$ cat src/logic/dsg_cfg.svh
`ifndef DSG_CFG_SVH
`define DSG_CFG_SVH

`define DSG_ADDR_W           12
`define DSG_OFS_RUN_CLK_CFG  12'h060
`define DSG_OFS_RUN_GATE     12'h104
`define DSG_OFS_SLEEP_GATE   12'h114
`define DSG_OFS_DEEP_GATE    12'h124
`define DSG_OFS_INT_STAT     12'h200
`define DSG_OFS_INT_EN       12'h204
`define DSG_OFS_INT_CLR      12'h208

`define DSG_GATE_MASK        32'h0307_0011
`define DSG_GATE_RESET       32'h0000_0000
`define DSG_CFG_MASK         32'h0000_0001
`define DSG_AUTO_GATE_BIT    0

`define DSG_NUM_UNITS        7
`define DSG_POS_W            5
// Unit 6..0: comparator_b, comparator_a, timer_c, timer_b, timer_a, sync_serial, async_serial
`define DSG_UNIT_POS         {5'h19, 5'h18, 5'h12, 5'h11, 5'h10, 5'h04, 5'h00}

`endif

$ cat src/logic/dsg_pkg.sv
`include "dsg_cfg.svh"

package dsg_pkg;

  typedef enum logic [2:0] {
    DSG_PWR_RUN   = 3'h1,
    DSG_PWR_SLEEP = 3'h2,
    DSG_PWR_DEEP  = 3'h4
  } dsg_pwr_t;

  typedef enum logic [1:0] {
    DSG_BUS_IDLE = 2'h1,
    DSG_BUS_DONE = 2'h2
  } dsg_bus_t;

  typedef struct packed {
    dsg_bus_t    bus;
    logic [31:0] run;
    logic [31:0] sleep;
    logic [31:0] deep;
    logic        auto_gate;
    logic [31:0] prdata;
    logic        pready;
    logic        pslverr;
  } dsg_top_st_t;

  typedef struct packed {
    logic [31:0] stat;
    logic [31:0] en;
    logic        irq;
  } dsg_irq_st_t;

  typedef struct packed {
    logic clk_en;
    logic fault;
  } dsg_unit_st_t;

endpackage

$ cat src/logic/dsg_unit_gate.sv
`timescale 1ns/100ps

module dsg_unit_gate (
  input  wire logic              pclk,
  input  wire logic              presetn,
  input  wire logic              run_bit,
  input  wire logic              sleep_bit,
  input  wire logic              deep_bit,
  input  wire logic              auto_gate_select,
  input  wire dsg_pkg::dsg_pwr_t pwr_state,
  input  wire logic              unit_access,
  output logic                   clk_en_r,
  output logic                   fault_r
);
  import dsg_pkg::*;

  dsg_unit_st_t st_r;
  dsg_unit_st_t st_nxt;
  logic         sel;

  always_comb begin
    sel = run_bit;
    if (auto_gate_select) begin
      case (pwr_state)
        DSG_PWR_RUN:   sel = run_bit;
        DSG_PWR_SLEEP: sel = sleep_bit;
        DSG_PWR_DEEP:  sel = deep_bit;
        default:       sel = run_bit;
      endcase
    end
    st_nxt        = st_r;
    st_nxt.clk_en = sel;
    // Judged on the enable the unit sees now, not the one being loaded
    st_nxt.fault  = unit_access & ~st_r.clk_en;
  end

  always_ff @(posedge pclk or negedge presetn) begin
    if (!presetn) begin
      st_r <= '0;
    end else begin
      st_r <= st_nxt;
    end
  end

  assign clk_en_r = st_r.clk_en;
  assign fault_r  = st_r.fault;
endmodule

$ cat src/logic/dsg_irq.sv
`timescale 1ns/100ps
`include "dsg_cfg.svh"

module dsg_irq (
  input  wire logic        pclk,
  input  wire logic        presetn,
  input  wire logic [31:0] events,
  input  wire logic        en_wr,
  input  wire logic        clr_wr,
  input  wire logic [31:0] wdata,
  output logic [31:0]      stat_r,
  output logic [31:0]      en_r,
  output logic             irq_r
);
  import dsg_pkg::*;

  dsg_irq_st_t st_r;
  dsg_irq_st_t st_nxt;

  always_comb begin
    st_nxt = st_r;
    if (en_wr) begin
      st_nxt.en = wdata & `DSG_GATE_MASK;
    end
    if (clr_wr) begin
      st_nxt.stat = st_r.stat & ~wdata;
    end
    // Set after clear so a same-cycle event is kept
    st_nxt.stat = (st_nxt.stat | events) & `DSG_GATE_MASK;
    st_nxt.irq  = |(st_nxt.stat & st_nxt.en);
  end

  always_ff @(posedge pclk or negedge presetn) begin
    if (!presetn) begin
      st_r <= '0;
    end else begin
      st_r <= st_nxt;
    end
  end

  assign stat_r = st_r.stat;
  assign en_r   = st_r.en;
  assign irq_r  = st_r.irq;
endmodule

$ cat src/logic/dsg_top.sv
// Notes on behaviour
// - Set enable bit clocks its unit
// - Cleared enable bit stops unit clock
// - Access to gated unit answers bus fault
// - All enable bits reset to zero
// - Run, sleep, deep registers chosen by state
// - Sleep, deep apply only with auto select
// - Bits 18,17,16 gate timers c,b,a
// - Bit 4 sync serial, bit 0 async
// - Reserved bits read zero, ignore writes
//
// Design decision made here: the APB interface to the registers.
`timescale 1ns/100ps
`include "dsg_cfg.svh"

module dsg_top #(
  parameter int unsigned NUM_UNITS = `DSG_NUM_UNITS
) (
  input  wire logic                   pclk,
  input  wire logic                   presetn,
  input  wire logic                   psel,
  input  wire logic                   penable,
  input  wire logic                   pwrite,
  input  wire logic [`DSG_ADDR_W-1:0] paddr,
  input  wire logic [31:0]            pwdata,
  output logic                        pready,
  output logic [31:0]                 prdata,
  output logic                        pslverr,
  input  wire dsg_pkg::dsg_pwr_t      pwr_state,
  input  wire logic [NUM_UNITS-1:0]   unit_access,
  output logic [NUM_UNITS-1:0]        unit_clk_en,
  output logic [NUM_UNITS-1:0]        unit_fault,
  output logic                        irq
);
  import dsg_pkg::*;

  localparam logic [`DSG_NUM_UNITS*`DSG_POS_W-1:0] UNIT_POS = `DSG_UNIT_POS;

  dsg_top_st_t st_r;
  dsg_top_st_t st_nxt;

  logic [31:0] rd_data;
  logic        hit;
  logic        wr_go;
  logic        en_wr;
  logic        clr_wr;
  logic [31:0] fault_vec;
  logic [31:0] int_stat;
  logic [31:0] int_en;

  // Address decode and read mux
  always_comb begin
    rd_data = 32'h0000_0000;
    hit     = 1'b1;
    case (paddr)
      `DSG_OFS_RUN_CLK_CFG: begin
        rd_data[`DSG_AUTO_GATE_BIT] = st_r.auto_gate;
      end
      `DSG_OFS_RUN_GATE: begin
        rd_data = st_r.run & `DSG_GATE_MASK;
      end
      `DSG_OFS_SLEEP_GATE: begin
        rd_data = st_r.sleep & `DSG_GATE_MASK;
      end
      `DSG_OFS_DEEP_GATE: begin
        rd_data = st_r.deep & `DSG_GATE_MASK;
      end
      `DSG_OFS_INT_STAT: begin
        rd_data = int_stat;
      end
      `DSG_OFS_INT_EN: begin
        rd_data = int_en;
      end
      `DSG_OFS_INT_CLR: begin
        rd_data = 32'h0000_0000;
      end
      default: begin
        hit = 1'b0;
      end
    endcase
  end

  // A write lands only on the edge that samples pready high
  assign wr_go  = (st_r.bus == DSG_BUS_DONE) && psel && penable && pwrite && !st_r.pslverr;
  assign en_wr  = wr_go && (paddr == `DSG_OFS_INT_EN);
  assign clr_wr = wr_go && (paddr == `DSG_OFS_INT_CLR);

  // One wait state keeps pready a flop output
  always_comb begin
    st_nxt         = st_r;
    st_nxt.pready  = 1'b0;
    st_nxt.pslverr = 1'b0;
    case (st_r.bus)
      DSG_BUS_IDLE: begin
        if (psel && penable) begin
          st_nxt.bus     = DSG_BUS_DONE;
          st_nxt.pready  = 1'b1;
          st_nxt.pslverr = ~hit;
          st_nxt.prdata  = pwrite ? 32'h0000_0000 : rd_data;
        end
      end
      DSG_BUS_DONE: begin
        st_nxt.bus = DSG_BUS_IDLE;
        if (wr_go) begin
          case (paddr)
            `DSG_OFS_RUN_CLK_CFG: begin
              st_nxt.auto_gate = pwdata[`DSG_AUTO_GATE_BIT];
            end
            `DSG_OFS_RUN_GATE: begin
              st_nxt.run = pwdata & `DSG_GATE_MASK;
            end
            `DSG_OFS_SLEEP_GATE: begin
              st_nxt.sleep = pwdata & `DSG_GATE_MASK;
            end
            `DSG_OFS_DEEP_GATE: begin
              st_nxt.deep = pwdata & `DSG_GATE_MASK;
            end
            default: begin
              st_nxt.bus = DSG_BUS_IDLE;
            end
          endcase
        end
      end
      default: begin
        st_nxt.bus = DSG_BUS_IDLE;
      end
    endcase
  end

  always_ff @(posedge pclk or negedge presetn) begin
    if (!presetn) begin
      st_r           <= '0;
      st_r.bus       <= DSG_BUS_IDLE;
      st_r.run       <= `DSG_GATE_RESET;
      st_r.sleep     <= `DSG_GATE_RESET;
      st_r.deep      <= `DSG_GATE_RESET;
    end else begin
      st_r <= st_nxt;
    end
  end

  assign pready  = st_r.pready;
  assign prdata  = st_r.prdata;
  assign pslverr = st_r.pslverr;

  // Per-unit clock enable and fault; the enable drives the unit's clock gate cell
  genvar g;
  generate
    for (g = 0; g < NUM_UNITS; g = g + 1) begin : g_unit
      localparam int unsigned P = int'(UNIT_POS[g*`DSG_POS_W +: `DSG_POS_W]);
      dsg_unit_gate u_gate (
        .pclk             (pclk),
        .presetn          (presetn),
        .run_bit          (st_r.run[P]),
        .sleep_bit        (st_r.sleep[P]),
        .deep_bit         (st_r.deep[P]),
        .auto_gate_select (st_r.auto_gate),
        .pwr_state        (pwr_state),
        .unit_access      (unit_access[g]),
        .clk_en_r         (unit_clk_en[g]),
        .fault_r          (unit_fault[g])
      );
    end
  endgenerate

  // Faults logged at the unit's own bit position
  always_comb begin
    fault_vec = 32'h0000_0000;
    for (int i = 0; i < NUM_UNITS; i++) begin
      fault_vec[UNIT_POS[i*`DSG_POS_W +: `DSG_POS_W]] = unit_fault[i];
    end
  end

  dsg_irq u_irq (
    .pclk    (pclk),
    .presetn (presetn),
    .events  (fault_vec),
    .en_wr   (en_wr),
    .clr_wr  (clr_wr),
    .wdata   (pwdata),
    .stat_r  (int_stat),
    .en_r    (int_en),
    .irq_r   (irq)
  );
endmodule

$ cat config.mk
export PLATFORM = sky130hd
export DESIGN_NAME = dsg_top
export DESIGN_NICKNAME = d
export VERILOG_FILES = /design/src/logic/dsg_pkg.sv /design/src/logic/dsg_unit_gate.sv /design/src/logic/dsg_irq.sv /design/src/logic/dsg_top.sv
export VERILOG_INCLUDE_DIRS = /design/src /design/src/logic
export SDC_FILE = /design/constraint.sdc
export NUM_CORES = 1
export LEC_CHECK = 0
export BUFFER_PORTS_ARGS = -buffer_cell sky130_fd_sc_hd__buf_2
export CAP_MARGIN = 15
export CORE_ASPECT_RATIO = 1.2
export CORE_MARGIN = 1.5
export CORE_UTILIZATION = 54
export CTS_BUF_LIST = sky130_fd_sc_hd__clkbuf_16
export CTS_CLUSTER_SIZE = 12
export DETAILED_ROUTE_END_ITERATION = 6
export HOLD_SLACK_MARGIN = 0.03
export PLACE_DENSITY = 0.95
export SYNTH_ARGS = -nofsm -noshare
export SYNTH_HDL_FRONTEND = slang
export SYNTH_SLANG_ARGS = --single-unit
export TNS_END_PERCENT = 100
$ cat constraint.sdc
create_clock -name pclk -period 5.6 [get_ports pclk]
set_input_delay 0.56 -clock pclk [delete_from_list [all_inputs] [get_ports pclk]]
set_output_delay 0.56 -clock pclk [all_outputs]
set_load 0.05 [all_outputs]
==> run summary <==
The final worst slack is 2.53 ns. OpenSTA, run right after detailed placement, puts the worst setup slack at 2.27 ns. Measured along the y axis, the die boundary spans about 86 um. The number of placed cells counting well taps is 362. Based on the critical path, the design can be clocked at up to 326 MHz. The length in cells of the worst reg-to-reg path is 5.

The count of instances resized after the clock tree is built is 0. The static leakage is 1.76 nW. After legalization and detailed placement, the total HPWL measured about 4600 um. The power density over the cells is just over 300 nW/um2. STA puts the critical path data required time at 5.79 ns. In the final layout, the share of cells above drive strength 1 is 0.379.

In this run, distinct cell masters in the synthesized netlist total between 40 and 50. The number of clock buffers inserted by TritonCTS is 9. The clock latency at the later pin of the worst-skew pair came out at 0.33 ns.

The growth of design area from synthesis to finish is 12.4%. The basic-gate share of the synthesized area counting and, or, nand and nor cells came out at 0.127. The via count of the first global-routing pass came out at 2,184.

For this design, the CTS-stage hold fixing added 0 buffers. The synthesized-area fraction occupied by ao, oa, aoi and oai cells was 0.124. The count of state elements after synthesis is 62. The number of vias per cell after detailed routing came out at 5.84.

After detailed routing, the number of remaining DRC violations is 0. The worst-case vdd ir drop came out at 0.168 mV. The initial utilization of the core area, before any placement, comes to 0.556. The total number of H-tree levels came out at 3. The library cell used most frequently in the layout, excluding fill and tap cells, is dfrtp_1. The residual antenna-violating net count after detailed routing came out at 0. The slew at the pin closest to its max-slew limit is 1.15 ns. Of the available clock period, the critical path in the final layout requires 0.548. The number of buffers added on ports is 57. The initial antenna violation count is 0. The largest family of logic cells by synthesized area is simple AND/OR/NAND/NOR gates. The aggregate routed wire length came out at 6730 um.

For the final database, setup skew stands at 0.00554 ns. The worst setup path is captured at a register. The pin count of the biggest net entering global routing came out at 63. The count of non-filler cells in the finished layout is 378.

The post-synthesis average cell area came out at 11.8 um2. The number of pins exceeding their max-slew limit in the final report is 0. The flip-flop cell with the highest count after synthesis is dfrtp_1. Leaving out fill and tap cells, the most frequent cells in the layout are 61 x dfrtp_1, 57 x buf_2, 34 x mux2_2. The overflow left after global routing is 0. The number of flops mapped to enable cells by yosys came out at 0. The first-pass GRT wire length is 10,800 um.

The critical path data arrival time is 3.26 ns. During I/O placement, the number of pins put on the boundary was ~110. The clock passes through at most 2 buffers. The diode insertion count for antenna repair came out at 0.

The fraction of registers with async set/reset came out at 1.00. Of the total synthesized cell area, the portion taken by full adders, half adders and majority gates is 0. The number of clock sinks seen by CTS is slightly above 60. The parity-gate share of the synthesized area counting xor and xnor cells is 0. Setup repair after global routing left no endpoint under its margin. Of all nets on the critical path, the largest fanout is 7. The critical path startpoint category is a primary input. Headroom to the max-slew limit came out at 0.234.

At the end of routability-driven placement, the weighted congestion stood at 0.867. The flow ran to the end, and the final reports show no timing, DRC or antenna violations. The width of the die came out at 72.5 um. In the final design database the tool counted around 370 nets. The synthesized instance count is 266. The clock edge transition at the registers on the reported setup and hold paths came out at 0.05 ns. The class of the most critical setup path is in -> reg.

The floorplan step defined a die boundary enclosing 6260 um2. The detailed-routing iteration count for the pre-antenna-repair pass is 4. The final sum of negative setup slack came out at 0 ns. The time the final worst path needs with I/O delays and setup came out at 3.07 ns. TritonCTS built the clock tree. The sequential-to-total area share from yosys stat is 0.496.

The total setup buffers inserted after CTS came out at 0. In the global route stage, overall resource usage came out at 0.237. The final hold slack is ~0.38 ns. The post-synthesis instance area came out at approximately 3100 um2. The tree is rooted in a clkbuf_16. The portion of synthesized area spent on multiplexers is 0.126.

During synthesis, Yosys emitted a total of 0 warnings. Detailed routing inserted a total of 2,208 vias. The detailed router finished its first iteration with 240 violations. Dividing the detail-routed wire length by the instance count gives 17.8 um. The hold violation count in the final report was 0. Max-cap violations in this run came to 0. The tightest min-delay check is of the in -> async type. The floorplan core area is roughly 5600 um2.

The number of failing setup endpoints in the final timing report is 0. The initialized floorplan defines 30 standard-cell rows.
where the power goes:
group          switching (W)  total (W)  internal (W)  leakage (nW)
Combinational      0.0000766  0.0000933     0.0000167         0.817
Clock               0.000194   0.000534      0.000340         0.139
Sequential        0.00000267   0.000456      0.000453         0.808
flip-flops by register name, summed over array words and instances, names as in the netlist:
| name | cells |
|---|---|
| u_irq.irq_r | 1 |
| prdata | 7 |
| st_r | 24 |
| pslverr | 1 |
| pready | 1 |
| u_irq.en_r | 7 |
| g_unit.u_gate.clk_en_r | 7 |
| g_unit.u_gate.fault_r | 7 |
| u_irq.stat_r | 7 |
logic make-up (layout without fill, tap and decap cells):
logic type | Yosys count | count (layout)
compound gates | 48 | 48
buf+inv | 57 | 81
flops | 62 | 62
mux | 35 | 35
other cells | 1 | 25
simple gates | 63 | 63
synth_stat cells, types with 3 or more instances:
| cell | count | share of area |
|---|---|---|
| a31oi_1 | 3 | 0.0060 |
| nand3_1 | 4 | 0.0064 |
| inv_1 | 7 | 0.0084 |
| mux2_2 | 34 | 0.12 |
| nand2_1 | 11 | 0.013 |
| nand3b_1 | 3 | 0.0072 |
| dfrtp_1 | 61 | 0.49 |
| nor2b_1 | 7 | 0.014 |
| or2_2 | 3 | 0.0060 |
| buf_4 | 46 | 0.11 |
| a22oi_1 | 10 | 0.024 |
| a22o_1 | 22 | 0.062 |
| nor2_1 | 11 | 0.013 |
| nor3b_1 | 4 | 0.0096 |
per-layer routing:
metal  GRT usage  wire (um)
met1       0.285       2720
met3      0.0640        465
met4       0.141        188
met2       0.380       3360
met5           0          0
critical path, cell delays in order:
cell     delay (ns)
buf_2          0.13
nor4b_1        0.37
nand3_1        0.31
nor3_2         0.69
mux2_2         0.43
a32o_1         0.28
or4b_1         0.48
area by class of cell:
type                    count  area (um2)
well taps                  64        80.1
inverters                   7        26.3
flip-flops and latches     62        1550
clock buffers               9         225
multi-input cells         171        1270
repair buffers             58         293
fillers                   440        2120
clock inverters             7        66.3
final timing paths:
check / from / endpoint / slack [ns]
min in group pclk: g_unit[4].u_gate.clk_en_r / g_unit[4].u_gate.fault_r / 0.42
max in group asynchronous: presetn / u_irq.stat_r[18] / 4.71
worst max register to register: pslverr / u_irq.irq_r / 2.58
worst min-delay path: presetn / g_unit[0].u_gate.fault_r / 0.38
worst max-delay path: paddr[3] / u_irq.irq_r / 2.53
worst min register to register: g_unit[4].u_gate.clk_en_r / g_unit[4].u_gate.fault_r / 0.42
per-stage QoR:
stage          utilization  power (W)  cell area, um2
3_3_place_gp         0.572   0.000555            3220
3_5_place_dp         0.572   0.000557            3220
2_1_floorplan            -   0.000543            3220
5_1_grt              0.624    0.00112            3510
6_report             0.624    0.00108            3510
4_1_cts              0.624    0.00109            3510
(Power assumes the default switching activity.)
